## src/rtl/shlc_params.svh

```systemverilog
// Constants for the step, homing and lash controller.
// Assumes a 10 MHz system clock; included by bare name.
`ifndef SHLC_PARAMS_SVH
`define SHLC_PARAMS_SVH

// Step pulse timing at the driver input, nanoseconds.
`define SHLC_CLK_PERIOD_NS  100
`define SHLC_PULSE_HIGH_NS  1000
`define SHLC_PULSE_LOW_NS   1000
// Cycle counts, rounded up from the least times.
`define SHLC_HIGH_CYC \
  ((`SHLC_PULSE_HIGH_NS + `SHLC_CLK_PERIOD_NS - 1) / `SHLC_CLK_PERIOD_NS)
`define SHLC_LOW_CYC \
  ((`SHLC_PULSE_LOW_NS + `SHLC_CLK_PERIOD_NS - 1) / `SHLC_CLK_PERIOD_NS)
// Command codes.
`define SHLC_CMD_MOVE 2'h0
`define SHLC_CMD_SEEK 2'h1
`define SHLC_CMD_SETP 2'h2
`define SHLC_CMD_HOME 2'h3
// Reset value and lash width.
`define SHLC_POS_RST  32'h0000_0000
`define SHLC_LASH_W   8

`endif

```

## src/rtl/shlc_pkg.sv

```systemverilog
// State type used by the controller; the step pulse generator uses none.
// Assumes shlc_params.svh is compiled alongside.
package shlc_pkg;
  typedef enum logic [7:0] {
    SHLC_IDLE  = 8'h01,
    SHLC_LASH  = 8'h02,
    SHLC_RUN   = 8'h04,
    SHLC_H_APP = 8'h08,
    SHLC_H_BCK = 8'h10,
    SHLC_H_CLR = 8'h20,
    SHLC_DONE  = 8'h40,
    SHLC_H_ZER = 8'h80
  } shlc_state_t;
endpackage

```

## src/rtl/shlc_step_if.sv

```systemverilog
// Link between the motion sequencer and the step pulse generator.
// Assumes both ends share clk_i.
`timescale 1ns/100ps
interface shlc_step_if;
  logic req;   // Request one step pulse.
  logic busy;  // Pulse generator is mid-pulse or in its done cycle.
  logic done;  // One cycle when a step completes.
  modport seq (output req, input busy, input done);
  modport gen (input req, output busy, output done);
endinterface

```

## src/rtl/shlc_pulse_gen.sv

```systemverilog
// Step pulse generator: idle high, low phase then high phase per step.
// Assumes the sequencer only changes direction while this is idle.
`timescale 1ns/100ps
`include "shlc_params.svh"
module shlc_pulse_gen (
  input  wire logic   clk_i,    // System clock.
  input  wire logic   rst_n_i,  // Asynchronous reset, active low.
  shlc_step_if.gen    stp,      // Step request link.
  output logic        step_o    // Step pulse, rests high.
);
  logic [7:0] cnt_r;
  logic [1:0] ph_r;   // 0 idle, 1 low phase, 2 high recovery.

  // Low phase then high recovery; the line rests high so that
  // direction may change between pulses.
  always_ff @(posedge clk_i or negedge rst_n_i) begin
    if (!rst_n_i) begin
      ph_r     <= 2'h0;
      cnt_r    <= 8'h00;
      step_o   <= 1'b1;
      stp.done <= 1'b0;
    end else begin
      stp.done <= 1'b0;
      case (ph_r)
        2'h0: if (stp.req) begin
          ph_r   <= 2'h1;
          cnt_r  <= 8'(`SHLC_LOW_CYC - 1);
          step_o <= 1'b0;
        end
        2'h1: if (cnt_r == 8'h00) begin
          ph_r   <= 2'h2;
          cnt_r  <= 8'(`SHLC_HIGH_CYC - 1);
          step_o <= 1'b1;
        end else begin
          cnt_r <= cnt_r - 8'h01;
        end
        default: if (cnt_r == 8'h00) begin
          ph_r     <= 2'h0;
          stp.done <= 1'b1;
        end else begin
          cnt_r <= cnt_r - 8'h01;
        end
      endcase
    end
  end

  assign stp.busy = (ph_r != 2'h0) | stp.done;
endmodule // shlc_pulse_gen

```

## src/rtl/step_homing_lash_controller.sv

```systemverilog
// Single-axis step/direction sequencer with homing and lash take-up.
// Assumes home switches arrive asynchronously, are normally open and
// active high when closed; commands come from same-clock logic.
// The readout trails the position counter by one clock.
`timescale 1ns/100ps
`include "shlc_params.svh"

////////////////////////////////////////////////////////////////////////
// What this block does
// - A seek runs the set way and distance but stops on a home change.
// - A set-position command loads the position and makes no motion.
// - Any closed home switch lights the shared home signal and indicator.
// - Direction changes only while the step line is held high.
// - The homing approach halts on switch closure or at maximum travel.
// - Back-off stops on opening, zeroes, steps clear and zeroes again.
// - Each reversal between commands inserts the set number of lash steps; the homing back-off reversal inserts none.
// - The lash value is an eight-bit step count up to 255.
// - Lash steps move the motor but are not counted in the position.
module step_homing_lash_controller #(
  parameter int NSW     = 3,   // Number of parallel home switches.
  parameter int POS_W   = 32,  // Position counter width.
  parameter int CLEAR_N = 1    // Extra clearing steps after back-off.
) (
  input  wire logic              clk_i,       // System clock 10 MHz.
  input  wire logic              rst_n_i,     // Async reset, active low.
  input  wire logic              cmd_vld_i,   // Command strobe.
  input  wire logic [1:0]        cmd_op_i,    // Command code.
  input  wire logic              cmd_dir_i,   // 1 forward, 0 reverse.
  input  wire logic [POS_W-1:0]  cmd_arg_i,   // Distance or position.
  input  wire logic [`SHLC_LASH_W-1:0] lash_i, // Lash step count.
  input  wire logic [NSW-1:0]    home_sw_i,   // Home switches, 1 closed.
  output logic                   step_o,      // Step pulse to driver.
  output logic                   dir_o,       // Direction to driver.
  output logic                   home_led_o,  // Any switch closed.
  output logic                   busy_o,      // Command in progress.
  output logic [POS_W-1:0]       position_readout_o // Axis position.
);
  shlc_step_if stp ();

  shlc_pkg::shlc_state_t st_r;
  shlc_pkg::shlc_state_t st_nxt;
  logic [NSW-1:0]          sw_m_r;
  logic [NSW-1:0]          sw_s_r;
  logic                    home_ref_r;
  logic [POS_W-1:0]        pos_r;
  logic [POS_W-1:0]        left_r;
  logic [`SHLC_LASH_W-1:0] lash_left_r;
  logic                    req_r;
  logic                    dir_seen_r;
  logic                    home_any;
  logic                    home_chg;
  logic                    rev;
  logic                    stepping;
  logic                    take;

  ////////////////////////////////////////////////////////////////////
  // Two-stage synchroniser per switch input.
  // The first stage is read only by the second, never by logic.
  genvar g;
  generate
    for (g = 0; g < NSW; g++) begin : g_sync
      always_ff @(posedge clk_i or negedge rst_n_i) begin
        if (!rst_n_i) begin
          sw_m_r[g] <= 1'b0;
          sw_s_r[g] <= 1'b0;
        end else begin
          sw_m_r[g] <= home_sw_i[g];
          sw_s_r[g] <= sw_m_r[g];
        end
      end
    end
  endgenerate

  assign home_any = |sw_s_r;
  assign home_chg = home_any ^ home_ref_r;
  // Reversal against the direction last driven on dir_o, stepped or not.
  assign rev      = dir_seen_r & (cmd_dir_i != dir_o);
  assign take     = cmd_vld_i & (st_r == shlc_pkg::SHLC_IDLE);
  assign stepping = (st_r != shlc_pkg::SHLC_IDLE) &
                    (st_r != shlc_pkg::SHLC_DONE) &
                    (st_r != shlc_pkg::SHLC_H_ZER);
  assign stp.req  = req_r;

  ////////////////////////////////////////////////////////////////////
  // Next state. Every stop is taken between pulses, with the step
  // line high, so that a reversal that follows never meets a low step
  // line and the shaft never stops half way through a pulse.
  // A seek compares the synchronised home level with the level seen
  // at the take, so that either sense of change ends the move.
  always_comb begin
    st_nxt = st_r;
    case (st_r)
      shlc_pkg::SHLC_IDLE: begin
        if (take && cmd_op_i != `SHLC_CMD_SETP) begin
          if (rev && lash_i != '0)
            st_nxt = shlc_pkg::SHLC_LASH;
          else if (cmd_op_i == `SHLC_CMD_HOME)
            st_nxt = shlc_pkg::SHLC_H_APP;
          else
            st_nxt = shlc_pkg::SHLC_RUN;
        end
      end
      shlc_pkg::SHLC_LASH: begin
        if (stp.done && lash_left_r == 8'h01)
          st_nxt = (cmd_op_i == `SHLC_CMD_HOME) ? shlc_pkg::SHLC_H_APP
                                               : shlc_pkg::SHLC_RUN;
      end
      shlc_pkg::SHLC_RUN: begin
        if (left_r == '0 ||
            (cmd_op_i == `SHLC_CMD_SEEK && home_chg && !stp.busy))
          st_nxt = shlc_pkg::SHLC_DONE;
      end
      shlc_pkg::SHLC_H_APP: begin
        if (!stp.busy && (home_any || left_r == '0))
          st_nxt = home_any ? shlc_pkg::SHLC_H_BCK : shlc_pkg::SHLC_DONE;
      end
      shlc_pkg::SHLC_H_BCK: begin
        if (!stp.busy && !home_any)
          st_nxt = shlc_pkg::SHLC_H_ZER;
      end
      shlc_pkg::SHLC_H_ZER: st_nxt = shlc_pkg::SHLC_H_CLR;
      shlc_pkg::SHLC_H_CLR: begin
        if (!stp.busy && left_r == '0)
          st_nxt = shlc_pkg::SHLC_DONE;
      end
      default: st_nxt = shlc_pkg::SHLC_IDLE;
    endcase
  end

  ////////////////////////////////////////////////////////////////////
  // State, direction and step request.
  // A new request waits one idle cycle after each pulse ends.
  always_ff @(posedge clk_i or negedge rst_n_i) begin
    if (!rst_n_i) begin
      st_r       <= shlc_pkg::SHLC_IDLE;
      dir_o      <= 1'b1;
      dir_seen_r <= 1'b0;
      req_r      <= 1'b0;
      home_ref_r <= 1'b0;
    end else begin
      st_r  <= st_nxt;
      req_r <= stepping && (st_nxt == st_r) && !stp.busy && !req_r &&
               !(st_r == shlc_pkg::SHLC_RUN && left_r == '0);
      if (take && cmd_op_i != `SHLC_CMD_SETP) begin
        // direction only while step idles high
        dir_o      <= cmd_dir_i;
        dir_seen_r <= 1'b1;
        home_ref_r <= home_any;
      end else if (st_r == shlc_pkg::SHLC_H_APP &&
                   st_nxt == shlc_pkg::SHLC_H_BCK) begin
        // reversal made with the step line high
        dir_o <= ~dir_o;
      end
    end
  end

  ////////////////////////////////////////////////////////////////////
  // Counters: distance left, lash left and position.
  // The zeroing after the clearing move lands one cycle after the
  // count of the final clearing step and overwrites its result.
  always_ff @(posedge clk_i or negedge rst_n_i) begin
    if (!rst_n_i) begin
      left_r      <= '0;
      lash_left_r <= '0;
      pos_r       <= POS_W'(`SHLC_POS_RST);
    end else begin
      if (take) begin
        if (cmd_op_i == `SHLC_CMD_SETP)
          pos_r <= cmd_arg_i;
        left_r      <= cmd_arg_i;
        lash_left_r <= lash_i;
      end else if (st_r == shlc_pkg::SHLC_H_ZER) begin
        pos_r  <= '0;
        left_r <= POS_W'(CLEAR_N);
      end else if (stp.done) begin
        if (st_r == shlc_pkg::SHLC_LASH) begin
          lash_left_r <= lash_left_r - 8'h01;
        end else begin
          pos_r <= dir_o ? pos_r + 1'b1 : pos_r - 1'b1;
          if (left_r != '0)
            left_r <= left_r - 1'b1;
        end
      end
      if (st_r == shlc_pkg::SHLC_H_CLR && st_nxt == shlc_pkg::SHLC_DONE)
        pos_r <= '0;
    end
  end

  ////////////////////////////////////////////////////////////////////
  // Registered status outputs; the readout trails the counter by
  // one cycle because every output comes straight from a flop.
  always_ff @(posedge clk_i or negedge rst_n_i) begin
    if (!rst_n_i) begin
      home_led_o         <= 1'b0;
      busy_o             <= 1'b0;
      position_readout_o <= '0;
    end else begin
      home_led_o         <= home_any;
      busy_o             <= (st_nxt != shlc_pkg::SHLC_IDLE);
      position_readout_o <= pos_r;
    end
  end

  // Step pulse generator; it owns the step line and its timing.
  shlc_pulse_gen u_gen (
    .clk_i   (clk_i),
    .rst_n_i (rst_n_i),
    .stp     (stp),
    .step_o  (step_o)
  );
endmodule // step_homing_lash_controller

```

## config.mk

```make
export PLATFORM = sky130hd
export DESIGN_NAME = step_homing_lash_controller
export DESIGN_NICKNAME = d
export VERILOG_FILES = /design/src/rtl/shlc_pkg.sv /design/src/rtl/shlc_step_if.sv /design/src/rtl/shlc_pulse_gen.sv /design/src/rtl/step_homing_lash_controller.sv
export VERILOG_INCLUDE_DIRS = /design/src /design/src/rtl
export SDC_FILE = /design/constraint.sdc
export NUM_CORES = 1
export LEC_CHECK = 0
export BUFFER_PORTS_ARGS = -buffer_cell sky130_fd_sc_hd__buf_2
export CORE_MARGIN = 1
export CORE_UTILIZATION = 35
export CTS_CLUSTER_DIAMETER = 80
export DETAILED_ROUTE_END_ITERATION = 12
export PLACE_DENSITY = 0.48
export SYNTH_ARGS = -nofsm -noshare
export SYNTH_HDL_FRONTEND = slang
export SYNTH_SLANG_ARGS = --single-unit
```

## constraint.sdc

```tcl
create_clock -name clk_i -period 5.1 [get_ports clk_i]
set_input_delay 1.02 -clock clk_i [delete_from_list [all_inputs] [get_ports clk_i]]
set_output_delay 1.02 -clock clk_i [all_outputs]
set_load 0.02 [all_outputs]
```

==> impl_metrics.csv <==
group,metric,value,unit
status,status,"completed",
sta,setup-tns-final,0,ns
clock_network,htree_levels,4,
drt,wire_per_inst,18.8,um
synthesis,synthArstFlopShare,100,%
drt,postRouteAntennaNets,0,
synthesis,synth-edff-count,0,
floorplan,num_rows,54,
worst_setup_path,path_class,"flop to flop",
final_layout,area_growth,16.9,%
drt,drt-pass1-iter-count,5,
floorplan,num_io_pins,85,
floorplan,core-area,0.0219,mm2
place,placed_cells_incl_taps,1216,
final_layout,layout_commonest_cell,"dfrtp_1",
synthesis,synth_ff_type,"dfrtp_1",
power_and_ir_drop,peakVddDrop,249,uV
sta,finalHoldViolCount,0,
floorplan,fp.dieH,152,um
worst_setup_path,crit_fanout,18,
clock_network,clk_pin_slew,0.06,ns
synthesis,synth_cell_types,70,
sta,relSlewSlack,44.2,%
drt,via_count,7109,
sta,slew_viol_final,0,
sta,worst_slack,1.57,ns
power_and_ir_drop,p_leak,4.13,nW
place,dpl_cell_area,0.00862,mm2
clock_network,cts_setup_buffers,0,
worst_hold_path,min_path_type,"flop to flop",
drt,remaining_drc_errors,0,
synthesis,netlist_area,0.00786,mm2
clock_network,clock_path_buffers,2,
sta,clock.fmax,283,MHz
synthesis,synth_top_area_share,42.4,%
final_layout,final_cell_mix,"133 x dfrtp_1, 113 x o21ai_0, 83 x buf_2",
drt,post_drt_via_cell_ratio,5.70,
floorplan,fp.dieArea,0.0230,mm2
grt,grt_pass1_vias,6817,
final_layout,finalInstanceArea,0.00918,mm2
sta,finalCritPeriodShare,69.3,%
clock_network,cts_inserted_buffers,17,
final_layout,fill_cells,2267,
sta,finClkSkew,0.0102,ns
clock_network,cts_resized,0,
final_layout,fin_nets,1039,
grt,grt_max_degree,70,
synthesis,syn_avg_cell_area,8.96,um2
drt,met2WireLength,10000,um
drt,dr_wl_met3,1070,um
sta,rsz0062_at_grt,"false",
grt,grt_overflow_total,0,
synthesis,syn_inst,877,
grt,grt_util_all_layers,20.9,%
clock_network,root_buffer,"clkbuf_16",
sta,setup_violations,0,
final_layout,diodes,0,
power_and_ir_drop,powerDensity,703,mW/mm2
drt,top_layer,"met4",
clock_network,clk_latency,0.43,ns
sta,tightestPinTransition,0.830,ns
floorplan,die_x,152,um
worst_setup_path,startpoint_type,"flop",
place,io_buffers,84,
worst_setup_path,critPathArrivalTime,3.81,ns
clock_network,tritoncts,"done",
place,gp_congestion,0.853,
clock_network,postCtsHoldBufs,0,
final_layout,instances_no_fill,1248,
flow_run,cap_violations,0,
place,dp_hpwl,16600,um
drt,wl,23500,um
worst_setup_path,cp_data_required_time,5.37,ns
final_layout,drive_gt1_share,14.7,%
worst_setup_path,endpoint_kind,"flop",
floorplan,initial_core_util,35.9,%
synthesis,ys_ff_latch,136,
clock_network,cts_sinks,136,
synthesis,synth_largest_area_cell,"dfrtp_1",
drt,drt-initial-drc-count,582,
sta,fin_hold_ws,0.348,ns
place,pre_cts_ws,1.53,ns
sta,fin_crit,3.53,ns
grt,grt_pass1_wl,38100,um
grt,antenna_found_initial,0,
synthesis,yosysSeqAreaShare,43.4,%
synthesis,syn-num-nets,961,
drt,drt-met1-wl,11800,um
synthesis,synthTopCellsByArea,"dfrtp_1 42%, o21ai_0 7.2%, ha_1 5.4%",
synthesis,yosysWarnings,0,
-- routing by layer --
layer / track usage, % / vias up
met3: 3.71 / 35
li1: - / 3443
met1: 30.8 / 3433
met4: 8.24 / 0
met2: 30.0 / 198
met5: 0 / -
-- sequential cells by signal, summed over array words and instances (netlist names) --
name and flops:
sw_s_r 3, st_r 8, u_gen.stp.done 1, sw_m_r 3
u_gen.ph_r 2, left_r 32, home_led_o 1, position_readout_o 32
lash_left_r 8, pos_r 32, u_gen.cnt_r 8, dir_seen_r 1
u_gen.step_o 1, home_ref_r 1, req_r 1, dir_o 1
busy_o 1
-- synthesized netlist by cell type (4+ instances only) --
| cell | instances |
|---|---|
| a211oi_1 | 5 |
| a21o_1 | 23 |
| a21oi_1 | 76 |
| a221o_1 | 4 |
| a221oi_1 | 6 |
| a22oi_1 | 26 |
| a31oi_1 | 8 |
| a32oi_1 | 16 |
| and2_1 | 7 |
| and3_1 | 8 |
| clkbuf_1 | 35 |
| dfrtp_1 | 133 |
| ha_1 | 34 |
| inv_1 | 25 |
| nand2_1 | 70 |
| nand2b_1 | 14 |
| nand3_1 | 18 |
| nand3b_1 | 5 |
| nand4_1 | 8 |
| nor2_1 | 73 |
| nor2b_1 | 5 |
| nor3_1 | 29 |
| nor4_1 | 12 |
| o211ai_1 | 5 |
| o21a_1 | 5 |
| o21ai_0 | 113 |
| o22ai_1 | 9 |
| o31ai_1 | 4 |
| or3_1 | 7 |
| or4_1 | 4 |
| xnor2_1 | 15 |
| xor2_1 | 16 |
-- path summary, 6_finish.rpt --
path                                              endpoint  slack, ns  depth (start not counted)                start
max in group asynchronous                dir_o$_DFFE_PN1P_       3.55                          2              rst_n_i
setup / recovery                     pos_r[26]$_DFFE_PN0P_       1.57                         10    dir_o$_DFFE_PN1P_
hold reg to reg                        sw_s_r[1]$_DFF_PN0_       0.35                          0  sw_m_r[1]$_DFF_PN0_
hold / removal                         sw_s_r[1]$_DFF_PN0_       0.35                          0  sw_m_r[1]$_DFF_PN0_
setup reg to reg                     pos_r[26]$_DFFE_PN0P_       1.57                         10    dir_o$_DFFE_PN1P_
min in group asynchronous  position_readout_o[1]$_DFF_PN0_       0.59                          1              rst_n_i
-- area by class of cell --
type                    count  area (um2)  share of cell area (%)
repair buffers             98         544                    5.93
clock inverters            14         139                    1.51
flip-flops and latches    136        3410                    37.1
clock buffers              18         429                    4.67
well taps                 280         350                    3.81
multi-input cells         677        4220                    46.0
inverters                  25        93.8                    1.02
-- report_power, final --
part,internal [mW],switching [mW],total (mW)
combinational,1.26,2.08,3.34
sequential,1.52,0.377,1.90
clock,0.683,0.532,1.22
-- worst max-delay path, stage by stage (launching register included) --
cell     delay [ns]
dfstp_2        0.61
inv_1          0.35
ha_1           0.48
nor2b_1        0.16
o31a_1         0.26
o31a_1         0.33
a221o_1        0.43
a41o_1         0.28
nor2_1         0.19
mux2i_1        0.20
o21ai_0        0.09
-- cell families (layout without fill, tap and decap cells) --
logic type / Yosys count / after routing / share of synthesized area, %
compound gates: 332 / 332 / 26.4
simple gates: 277 / 277 / 17.6
flops: 136 / 136 / 43.4
buf+inv: 64 / 155 / 3.20
fa+ha+maj: 35 / 35 / 5.67
xor+xnor: 31 / 31 / 3.46
mux: 2 / 2 / 0.271
-- stage by stage --
| stage | util (%) | total power [mW] |
|---|---|---|
| floorplan | - | 4.26 |
| finish | 42.0 | 6.46 |
| global route | 42.0 | 7.00 |
| global placement | 39.4 | 5.25 |
| CTS | 42.0 | 6.48 |
| detailed placement | 39.4 | 5.23 |
No activity file was read; power rests on OpenSTA's default activity.
